`src/core/adcpd_pkg.sv`:
```
// Constants shared by the converter end and the serial master end.
// Assumes one 200 MHz system clock in both ends.
package adcpd_pkg;
  localparam int CLK_PERIOD_NS = 5;
  // Mode-bit pair decode.
  localparam logic [1:0] MODE_EXT = 2'h3;
  localparam logic [1:0] MODE_INT = 2'h2;
  localparam logic [1:0] MODE_QUICK = 2'h1;
  localparam logic [1:0] MODE_DEEP = 2'h0;
  localparam int CTRL_BITS = 8;
  localparam int RESULT_BITS = 12;
  localparam int FRAME_BITS = 24;
  // Result bits shown before a new start bit is taken (bits 11 down to 5).
  localparam logic [3:0] EARLY_START_BITS = 4'h7;
  // Longest internal conversion, rounded down.
  localparam int T_INT_CONV_NS = 10000;
  localparam int INT_CONV_CYC = T_INT_CONV_NS / CLK_PERIOD_NS;
  // Least power-up waits, rounded up.
  localparam int T_WAKE_QUICK_NS = 5000;
  localparam int T_WAKE_DEEP_NS = 300000;
  localparam int T_WAKE_NOBUF_NS = 2000;
  localparam int T_WAKE_EXTCOMP_NS = 20000000;
  localparam int WAKE_QUICK_CYC = (T_WAKE_QUICK_NS + CLK_PERIOD_NS - 1) / CLK_PERIOD_NS;
  localparam int WAKE_DEEP_CYC = (T_WAKE_DEEP_NS + CLK_PERIOD_NS - 1) / CLK_PERIOD_NS;
  localparam int WAKE_NOBUF_CYC = (T_WAKE_NOBUF_NS + CLK_PERIOD_NS - 1) / CLK_PERIOD_NS;
  localparam int WAKE_EXTCOMP_CYC = (T_WAKE_EXTCOMP_NS + CLK_PERIOD_NS - 1) / CLK_PERIOD_NS;
  localparam logic [6:0] IDLE_CLOCKS = 7'h4b;
  // Register map of the master, byte addresses.
  localparam logic [3:0] REG_CMD = 4'h0;
  localparam logic [3:0] REG_CFG = 4'h4;
  localparam logic [3:0] REG_STATUS = 4'h8;
  localparam logic [3:0] REG_RESULT = 4'hc;
  localparam int CFG_NOBUF_BIT = 2;
  localparam logic [2:0] CFG_RESET = 3'h2;
  localparam logic [1:0] HARD_SHUTDOWN_INPUT_LOW = 2'h0;
  localparam logic [1:0] HARD_SHUTDOWN_INPUT_FLOAT = 2'h1;
  localparam logic [1:0] HARD_SHUTDOWN_INPUT_HIGH = 2'h2;
  localparam int ST_BUSY_BIT = 0;
  localparam int ST_SETTLED_BIT = 1;
  localparam int ST_STROBE_BIT = 2;
  typedef enum logic [1:0] {PWR_AWAKE, PWR_QUICK, PWR_DEEP} adcpd_power_e;
endpackage

```
`src/core/adcpd_if.sv`:
```
// Serial link between the converter end and the master end.
// The two-way pins carry value and enable apart; the converter end decodes the shutdown pin from both.
interface adcpd_if;
  logic sclk;
  logic cs_n;
  logic din;
  logic hard_shutdown_input;
  logic hard_shutdown_input_oe;
  logic dout;
  logic dout_oe;
  logic conversion_strobe_output;
  logic conversion_strobe_output_oe;
  modport dev (
    input sclk, cs_n, din, hard_shutdown_input, hard_shutdown_input_oe,
    output dout, dout_oe, conversion_strobe_output, conversion_strobe_output_oe
  );
  modport host (
    output sclk, cs_n, din, hard_shutdown_input, hard_shutdown_input_oe,
    input dout, dout_oe, conversion_strobe_output, conversion_strobe_output_oe
  );
endinterface

```
`src/core/adcpd_host.sv`:
```
// Master end: Avalon-MM slave for software, serial master on the link.
// Assumes link inputs come from another domain.
module adcpd_host #(
  parameter int HALF_CYCLES = 8,
  parameter int WAKE_DEEP_CYCLES = adcpd_pkg::WAKE_DEEP_CYC,
  parameter int WAKE_EXT_CYCLES = adcpd_pkg::WAKE_EXTCOMP_CYC
) (
  // Clock and reset
  input wire logic I_CLOCK,
  input wire logic I_RESET,
  // Avalon-MM slave
  input wire logic [3:0] I_AVS_ADDRESS,
  input wire logic I_AVS_READ,
  input wire logic I_AVS_WRITE,
  input wire logic [31:0] I_AVS_WRITEDATA,
  output logic [31:0] O_AVS_READDATA,
  output logic O_AVS_WAITREQUEST,
  // Serial link
  adcpd_if.host LINK
);
  initial begin
    if (HALF_CYCLES < 8 || HALF_CYCLES > 255) begin
      $error("HALF_CYCLES out of range");
    end
  end

  typedef enum logic [1:0] {H_IDLE, H_SHIFT, H_STROBE, H_IDLE_CLK} adcpd_host_e;

  ////////////////////////////////////////////////////////////////////////////
  // Synchronisers for dout and strobe.
  logic [1:0] s1_q, s2_q, s3_q, st_q;
  always_ff @(posedge I_CLOCK or posedge I_RESET) begin
    if (I_RESET) begin
      s1_q <= 2'h0;
      s2_q <= 2'h0;
      s3_q <= 2'h0;
      st_q <= 2'h0;
    end else begin
      s1_q <= {LINK.dout, LINK.conversion_strobe_output};
      s2_q <= s1_q;
      s3_q <= s2_q;
      st_q <= (st_q & (s2_q ^ s3_q)) | (s3_q & ~(s2_q ^ s3_q));
    end
  end

  ////////////////////////////////////////////////////////////////////////////
  // Register access, one wait cycle per access; a command write waits longer while the master is busy.
  adcpd_host_e st_h_q;
  logic ack_q, stall, done, wr_cmd;
  logic [2:0] cfg_q;
  logic [11:0] result_q;
  logic [31:0] rdata_q;
  logic [24:0] settle_q;
  logic settled;
  assign stall = I_AVS_WRITE & I_AVS_ADDRESS == adcpd_pkg::REG_CMD & st_h_q != H_IDLE;
  assign O_AVS_WAITREQUEST = (I_AVS_READ | I_AVS_WRITE) & ~ack_q;
  assign done = (I_AVS_READ | I_AVS_WRITE) & ack_q;
  assign wr_cmd = done & I_AVS_WRITE & I_AVS_ADDRESS == adcpd_pkg::REG_CMD;
  assign settled = settle_q == 25'h0 && st_h_q != H_IDLE_CLK;
  always_ff @(posedge I_CLOCK or posedge I_RESET) begin
    if (I_RESET) begin
      ack_q <= 1'b0;
      rdata_q <= 32'h0;
    end else begin
      ack_q <= (I_AVS_READ | I_AVS_WRITE) & ~ack_q & ~stall;
      unique case (I_AVS_ADDRESS)
        adcpd_pkg::REG_CFG: rdata_q <= {29'h0, cfg_q};
        adcpd_pkg::REG_STATUS: rdata_q <= {29'h0, st_q[0], settled, st_h_q != H_IDLE};
        adcpd_pkg::REG_RESULT: rdata_q <= {20'h0, result_q};
        default: rdata_q <= 32'h0;
      endcase
    end
  end
  assign O_AVS_READDATA = rdata_q;

  always_ff @(posedge I_CLOCK or posedge I_RESET) begin
    if (I_RESET) begin
      cfg_q <= adcpd_pkg::CFG_RESET;
    end else if (done && I_AVS_WRITE && I_AVS_ADDRESS == adcpd_pkg::REG_CFG) begin
      cfg_q <= I_AVS_WRITEDATA[2:0];
    end
  end
  assign LINK.hard_shutdown_input = cfg_q[1];
  assign LINK.hard_shutdown_input_oe = cfg_q[1:0] != adcpd_pkg::HARD_SHUTDOWN_INPUT_FLOAT;

  ////////////////////////////////////////////////////////////////////////////
  // Serial master.
  logic [7:0] div_q, tx_q;
  logic [4:0] bit_q;
  logic [6:0] idle_q;
  logic [23:0] rx_q;
  logic tick, sclk_q, cs_n_q, din_q, ext_mode_q, wake_q, strobe_low_q;
  adcpd_pkg::adcpd_power_e slp_q;
  assign tick = div_q == 8'(HALF_CYCLES - 1);
  always_ff @(posedge I_CLOCK or posedge I_RESET) begin
    if (I_RESET) begin
      div_q <= 8'h00;
    end else begin
      div_q <= (tick || st_h_q == H_IDLE || st_h_q == H_STROBE) ? 8'h00 : div_q + 8'h01;
    end
  end

  always_ff @(posedge I_CLOCK or posedge I_RESET) begin
    if (I_RESET) begin
      st_h_q <= H_IDLE;
      sclk_q <= 1'b0;
      cs_n_q <= 1'b1;
      din_q <= 1'b0;
      tx_q <= 8'h00;
      bit_q <= 5'h00;
      rx_q <= 24'h0;
      idle_q <= 7'h00;
      result_q <= 12'h000;
      strobe_low_q <= 1'b0;
    end else begin
      unique case (st_h_q)
        H_IDLE: if (wr_cmd) begin
          st_h_q <= H_SHIFT;
          cs_n_q <= 1'b0;
          tx_q <= I_AVS_WRITEDATA[7:0];
          din_q <= I_AVS_WRITEDATA[7];
          bit_q <= 5'h00;
        end
        H_SHIFT: if (tick && !sclk_q) begin
          sclk_q <= 1'b1;
        end else if (tick) begin
          // Sample just before the fall: the bit shown on the previous fall has crossed
          // both synchronisers by now, which a sample at the rise cannot promise.
          sclk_q <= 1'b0;
          rx_q <= {rx_q[22:0], st_q[1]};
          bit_q <= bit_q + 5'h01;
          din_q <= tx_q[6];
          tx_q <= {tx_q[6:0], 1'b0};
          if (bit_q == 5'h07 && !ext_mode_q && wake_q) begin
            st_h_q <= H_STROBE;
            strobe_low_q <= 1'b0;
          end else if (bit_q == 5'(adcpd_pkg::FRAME_BITS - 1)) begin
            cs_n_q <= 1'b1;
            result_q <= rx_q[13:2];
            idle_q <= adcpd_pkg::IDLE_CLOCKS;
            st_h_q <= (wake_q && slp_q == adcpd_pkg::PWR_QUICK &&
              cfg_q[1:0] == adcpd_pkg::HARD_SHUTDOWN_INPUT_FLOAT) ? H_IDLE_CLK : H_IDLE;
          end
        end
        H_STROBE: begin
          // The strobe may still stand high from the last conversion, so its rise
          // counts only after it has been seen low.
          if (!st_q[0]) begin
            strobe_low_q <= 1'b1;
          end
          if (st_q[0] && strobe_low_q && div_q == 8'h00) begin
            st_h_q <= H_SHIFT;
          end
        end
        H_IDLE_CLK: if (tick) begin
          sclk_q <= ~sclk_q;
          if (sclk_q) begin
            idle_q <= idle_q - 7'h01;
            st_h_q <= idle_q == 7'h01 ? H_IDLE : H_IDLE_CLK;
          end
        end
      endcase
    end
  end
  assign LINK.sclk = sclk_q;
  assign LINK.cs_n = cs_n_q;
  assign LINK.din = din_q;

  // Track the converter's clock mode and sleep state for the power-up waits.
  always_ff @(posedge I_CLOCK or posedge I_RESET) begin
    if (I_RESET) begin
      ext_mode_q <= 1'b0;
      slp_q <= adcpd_pkg::PWR_AWAKE;
      wake_q <= 1'b0;
      settle_q <= 25'h0;
    end else if (cfg_q[1:0] == adcpd_pkg::HARD_SHUTDOWN_INPUT_LOW) begin
      slp_q <= adcpd_pkg::PWR_DEEP;
      wake_q <= 1'b0;
    end else if (wr_cmd && st_h_q == H_IDLE) begin
      wake_q <= I_AVS_WRITEDATA[7];
      if (I_AVS_WRITEDATA[7]) begin
        if (I_AVS_WRITEDATA[1]) begin
          ext_mode_q <= I_AVS_WRITEDATA[0];
        end
        if (slp_q != adcpd_pkg::PWR_AWAKE) begin
          if (cfg_q[adcpd_pkg::CFG_NOBUF_BIT]) begin
            settle_q <= 25'(adcpd_pkg::WAKE_NOBUF_CYC);
          end else if (cfg_q[1:0] == adcpd_pkg::HARD_SHUTDOWN_INPUT_FLOAT) begin
            settle_q <= slp_q == adcpd_pkg::PWR_DEEP ? 25'(WAKE_EXT_CYCLES) : 25'h0;
          end else begin
            settle_q <= slp_q == adcpd_pkg::PWR_DEEP ? 25'(WAKE_DEEP_CYCLES) :
              25'(adcpd_pkg::WAKE_QUICK_CYC);
          end
        end
        slp_q <= I_AVS_WRITEDATA[1] ? adcpd_pkg::PWR_AWAKE :
          (I_AVS_WRITEDATA[0] ? adcpd_pkg::PWR_QUICK : adcpd_pkg::PWR_DEEP);
      end
    end else if (settle_q != 25'h0) begin
      settle_q <= settle_q - 25'h1;
    end
  end
endmodule

```
`src/flat_wrapper.sv`:
```
// flat-port wrapper written by rule: the top's interface ports become plain ports
module adcpd_host_flat 
#(
  parameter int HALF_CYCLES = 8,
  parameter int WAKE_DEEP_CYCLES = adcpd_pkg::WAKE_DEEP_CYC,
  parameter int WAKE_EXT_CYCLES = adcpd_pkg::WAKE_EXTCOMP_CYC
)
  (I_CLOCK, I_RESET, I_AVS_ADDRESS, I_AVS_READ, I_AVS_WRITE, I_AVS_WRITEDATA, O_AVS_READDATA, O_AVS_WAITREQUEST, LINK_sclk, LINK_cs_n, LINK_din, LINK_hard_shutdown_input, LINK_hard_shutdown_input_oe, LINK_dout, LINK_dout_oe, LINK_conversion_strobe_output, LINK_conversion_strobe_output_oe);
  adcpd_if LINK_i ();
  input wire logic I_CLOCK;
  input wire logic I_RESET;
  input wire logic [3:0] I_AVS_ADDRESS;
  input wire logic I_AVS_READ;
  input wire logic I_AVS_WRITE;
  input wire logic [31:0] I_AVS_WRITEDATA;
  output logic [31:0] O_AVS_READDATA;
  output logic O_AVS_WAITREQUEST;
  output wire logic [$bits(LINK_i.sclk)-1:0] LINK_sclk;
  output wire logic [$bits(LINK_i.cs_n)-1:0] LINK_cs_n;
  output wire logic [$bits(LINK_i.din)-1:0] LINK_din;
  output wire logic [$bits(LINK_i.hard_shutdown_input)-1:0] LINK_hard_shutdown_input;
  output wire logic [$bits(LINK_i.hard_shutdown_input_oe)-1:0] LINK_hard_shutdown_input_oe;
  input wire logic [$bits(LINK_i.dout)-1:0] LINK_dout;
  input wire logic [$bits(LINK_i.dout_oe)-1:0] LINK_dout_oe;
  input wire logic [$bits(LINK_i.conversion_strobe_output)-1:0] LINK_conversion_strobe_output;
  input wire logic [$bits(LINK_i.conversion_strobe_output_oe)-1:0] LINK_conversion_strobe_output_oe;
  assign LINK_sclk = LINK_i.sclk;
  assign LINK_cs_n = LINK_i.cs_n;
  assign LINK_din = LINK_i.din;
  assign LINK_hard_shutdown_input = LINK_i.hard_shutdown_input;
  assign LINK_hard_shutdown_input_oe = LINK_i.hard_shutdown_input_oe;
  assign LINK_i.dout = LINK_dout;
  assign LINK_i.dout_oe = LINK_dout_oe;
  assign LINK_i.conversion_strobe_output = LINK_conversion_strobe_output;
  assign LINK_i.conversion_strobe_output_oe = LINK_conversion_strobe_output_oe;
  adcpd_host #(.HALF_CYCLES(HALF_CYCLES), .WAKE_DEEP_CYCLES(WAKE_DEEP_CYCLES), .WAKE_EXT_CYCLES(WAKE_EXT_CYCLES)) u_core (.I_CLOCK(I_CLOCK), .I_RESET(I_RESET), .I_AVS_ADDRESS(I_AVS_ADDRESS), .I_AVS_READ(I_AVS_READ), .I_AVS_WRITE(I_AVS_WRITE), .I_AVS_WRITEDATA(I_AVS_WRITEDATA), .O_AVS_READDATA(O_AVS_READDATA), .O_AVS_WAITREQUEST(O_AVS_WAITREQUEST), .LINK(LINK_i));
endmodule
```
`config.mk`:
```
export PLATFORM = sky130hd
export DESIGN_NAME = adcpd_host_flat
export DESIGN_NICKNAME = d
export VERILOG_FILES = /design/src/core/adcpd_pkg.sv /design/src/core/adcpd_if.sv /design/src/core/adcpd_host.sv /design/src/flat_wrapper.sv
export SDC_FILE = /design/constraint.sdc
export NUM_CORES = 1
export LEC_CHECK = 0
export ABC_CLOCK_PERIOD_IN_PS = 5300
export BUFFER_PORTS_ARGS = -buffer_cell sky130_fd_sc_hd__clkbuf_2
export CAP_MARGIN = 20
export CORE_MARGIN = 2
export CORE_UTILIZATION = 55
export DETAILED_ROUTE_END_ITERATION = 8
export PLACE_DENSITY_LB_ADDON = 0.25
export SLEW_MARGIN = 10
export SYNTH_ARGS = -nofsm -noshare
export SYNTH_HDL_FRONTEND = slang
export SYNTH_SLANG_ARGS = --single-unit
export TNS_END_PERCENT = 20
```
`constraint.sdc`:
```
create_clock -name I_CLOCK -period 5.3 [get_ports I_CLOCK]
set_input_delay 1.06 -clock I_CLOCK [delete_from_list [all_inputs] [get_ports I_CLOCK]]
set_output_delay 1.06 -clock I_CLOCK [all_outputs]
set_load 0.005 [all_outputs]
```
==> metrics.sh <==
DRT-TOTAL-WL_MM=12.0
WORST_PIN_SLEW_PS=930
POWER.LEAKAGE_nW=2.77
POST_SYNTH_INST_COUNT=610
SYNTH.CELL_AREA_UM2=5670
GLOBALROUTETOTALUTIL=0.231
POSTSYNTH.TOPFLOPCELL='sky130_fd_sc_hd__dfrtp_1'
POWER.DENSITY_nW_PER_UM2=335
SYNTH_TOP_CELL_BY_AREA='sky130_fd_sc_hd__dfrtp_1'
SWSHARE=0.352
WORST_SETUP_PATH_END_KIND='flip-flop'
YOSYSWARNINGCOUNT=0
POST-ROUTE-WORST-SETUP-SLACK_PS=2450
NUM-NETS-FINAL=687
DETAIL_ROUTE.DRC_VIOLATIONS=0
POWER.COMBINATIONAL.FRACTION=0.233
CTS_TREE='built'
VIAS_PER_CELL=5.79
TOTAL_NEGATIVE_SETUP_SLACK_PS=0
DIEWIDTH_UM=106
CTS_BUFFERS=9
GRT_MAX_DEGREE=85
MAXCAPVIOLCOUNT=0
SHARE_CLK_OF_TOTAL_POWER=0.247
TIME_THE_WORST_PATH_NEEDS_WITH_I_O_DELAYS_AND_SETUP_PS=2850
NUM_VIAS=4482
FINAL_ANTENNA_NET_COUNT=0
WORST_SKEW_PAIR.LATE_LATENCY_PS=400
PATH_MAX_FANOUT=19
TIMING_LIMITED_MAXIMUM_FREQUENCY_MHz=351
FLOORPLAN.CORE_AREA_UM2=10200
WORST_CASE_VDD_IR_DROP_V=0.000240
CLOCK_TREE.ROOT_CELL='sky130_fd_sc_hd__clkbuf_8'
CTS.PATH.MAX_BUFFERS=2
CLK_PIN_SLEW_PS=110
CTS_SETUP_BUFFERS=0
STATUS='complete, no violations'
DRV_SLEW=0
P_INT_mW=1.32
WORSTPATHARRIVAL_PS=3190
DIE-AREA_UM2=11100
SYNTH_TOP_AREA_SHARE=0.485
SYNTH_CELL_TYPE_COUNT=65
DRT-PASS1-ITER-COUNT=6
SHARE_SEQ_OF_TOTAL_POWER=0.520
R2R_CELLS=5
HOLD-PATH-CELL-COUNT=0
FINAL.PERIOD_UTILIZATION=0.538
VIA_COUNT_OF_THE_FIRST_GLOBAL_ROUTING_PASS=4235
POWER.SWITCHING_uW=714
INITIAL_CORE_UTIL=0.557
SEQ_AREA_FRAC_SYNTH=0.495
RSZ0062_AT_GRT='false'
SYNTH_SEQ_CELLS=112
AREAGROWTHSYNTHTOFINISH_PCT=6.99
DRT_FIRST_ITER_VIOLATIONS=440
GRT_PASS1_WL_MM=20.5
BOUNDARY_PIN_COUNT=82
DETAILED_PLACE_HPWL_MM=8.18
GLOBALROUTEOVERFLOWTOTAL=0
PORT-BUFFER-COUNT=35
TOP_LIBRARY_CELLS_BY_USAGE_IN_THE_LAYOUT_FILL_AND_TAPS_ASIDE='116 x sky130_fd_sc_hd__nand2_1, 110 x sky130_fd_sc_hd__dfrtp_1, 50 x sky130_fd_sc_hd__nor2_1'
LAYOUT.CELLS.MOST_COMMON='sky130_fd_sc_hd__nand2_1'
CTS_MAX_LEVEL=3
CHIP_HEIGHT_UM=106
CTS_RESIZED=0
FINAL_NUMBER_OF_HOLD_VIOLATING_ENDPOINTS=0
ASYNCSETRESETFLOPFRACSYNTH=1.00
GLOBALPLACE.CONGESTION=0.902
CTS.HOLD.BUFFERS_ADDED=0
LARGEST_CELLS_BY_AREA_AFTER_SYNTHESIS='sky130_fd_sc_hd__dfrtp_1 49%, sky130_fd_sc_hd__nand2_1 7.7%, sky130_fd_sc_hd__nor2_1 3.3%'
WORST_CLOCK_SKEW_PS=14.6
SETUP.WORST_PATH.CLASS='reg2reg'
SYNTH_ENABLE_FLOP_CELLS=0
DRIVE_ABOVE_1_SHARE=0.110
TIMING.MAX_SLEW.REL_SLACK=0.377
SYN_AVG_CELL_AREA_UM2=9.30
SETUP_VIOL=0
CLOCK_SINKS=112
WORSTHOLDPATHTYPE='reg2reg'
INSERTEDDIODECOUNT=0
INITIAL_ANTENNA_VIOLATION_COUNT=0
DPL_WORST_SLACK_PS=2140
ROWS=37
TIMING.CRITICAL_PATH.FROM_TYPE='flip-flop'
WL_PER_CELL_UM=15.6
CP.REQUIRED_PS=5640
final timing paths:
path | startpoint | end | slack, ps
max | u_core.st_h_q[0] | u_core.result_q[7] | 2450
min | u_core.s1_q[0] | u_core.s2_q[0] | 360
max reg2reg | u_core.st_h_q[0] | u_core.result_q[7] | 2450
min reg2reg | u_core.s1_q[0] | u_core.s2_q[0] | 360
max in group asynchronous | I_RESET | u_core.cfg_q[1] | 3970
min in group asynchronous | I_RESET | u_core.rx_q[13] | 590
metal layers:
layer,vias to the layer above,global-route usage,part of all wire
met2,170,0.345,0.46
met4,0,0.0836,0.021
li1,2148,-,-
met5,-,0,0
met1,2138,0.335,0.46
met3,26,0.0501,0.063
critical path: stages (launching register included):
cell and delay (ps):
sky130_fd_sc_hd__dfrtp_1 620, sky130_fd_sc_hd__nand2b_1 460, sky130_fd_sc_hd__or3_1 800, sky130_fd_sc_hd__nor2_2 680
sky130_fd_sc_hd__nand2_1 140, sky130_fd_sc_hd__nand2_1 80
stage by stage:
| step | std cells | total power, mW | utilization | hold WS, ps | cell area (um^2) |
|---|---|---|---|---|---|
| 2_1_floorplan | 629 | 1.41 | - | 331 | 5740 |
| 3_3_place_gp | 757 | 1.52 | 0.574 | 332 | 5850 |
| 3_5_place_dp | 757 | 1.54 | 0.574 | 335 | 5850 |
| 4_1_cts | 773 | 2.03 | 0.593 | 359 | 6040 |
| 5_1_grt | 774 | 2.16 | 0.596 | 368 | 6070 |
| 6_report | 774 | 2.03 | 0.596 | 357 | 6070 |
registers in the layout (all words and copies together), names as in the netlist, 3 cells and up, named ones only:
signal	count
u_core.tx_q	7
u_core.rx_q	14
u_core.cfg_q	3
u_core.div_q	8
u_core.result_q	12
u_core.settle_q	25
u_core.bit_q	5
u_core.O_AVS_READDATA	12
u_core.idle_q	7
synthesized netlist by cell type (8+ instances only):
cell type and count:
sky130_fd_sc_hd__and2_1 14, sky130_fd_sc_hd__nand4_1 9, sky130_fd_sc_hd__o21ai_0 34, sky130_fd_sc_hd__buf_4 20
sky130_fd_sc_hd__inv_1 14, sky130_fd_sc_hd__or3_1 10, sky130_fd_sc_hd__nor3_1 18, sky130_fd_sc_hd__buf_2 9
sky130_fd_sc_hd__nand3_1 19, sky130_fd_sc_hd__xor2_1 10, sky130_fd_sc_hd__ha_1 10, sky130_fd_sc_hd__clkbuf_1 15
sky130_fd_sc_hd__dfrtp_1 110, sky130_fd_sc_hd__mux2i_1 8, sky130_fd_sc_hd__a21oi_1 25, sky130_fd_sc_hd__nor2_1 50
sky130_fd_sc_hd__a31oi_1 8, sky130_fd_sc_hd__or4_1 9, sky130_fd_sc_hd__nand2_1 116
cells by family (layout without fill, tap and decap cells):
family	Yosys count	in the layout	synth area share
DFF	112	112	0.495
other	1	20	0.000661
and+or+nand+nor	286	286	0.246
muxes	13	13	0.0241
buffers and inverters	62	71	0.0589
adders and majority gates	12	12	0.0256
xor gates and xnor gates	13	13	0.0201
AOI/OAI and AO/OA	111	111	0.130
power by group through the flow:
stage / Combinational, mW / Sequential, mW / Clock [mW]
floorplan: 0.372 / 1.04 / 0
global route: 0.539 / 1.07 / 0.545
CTS: 0.466 / 1.05 / 0.514
detailed placement: 0.464 / 1.07 / 0
finish: 0.472 / 1.06 / 0.503
global placement: 0.452 / 1.07 / 0
area by class of cell:
cell class              count  area [um^2]
multi-input cells         455         2600
clock inverters             5         52.6
well taps                 136          170
fillers                   882         4120
inverters                  14         55.1
clock buffers              11          141
flip-flops and latches    112         2810
repair buffers             41          240
No activity file was read; power rests on OpenSTA's default activity.
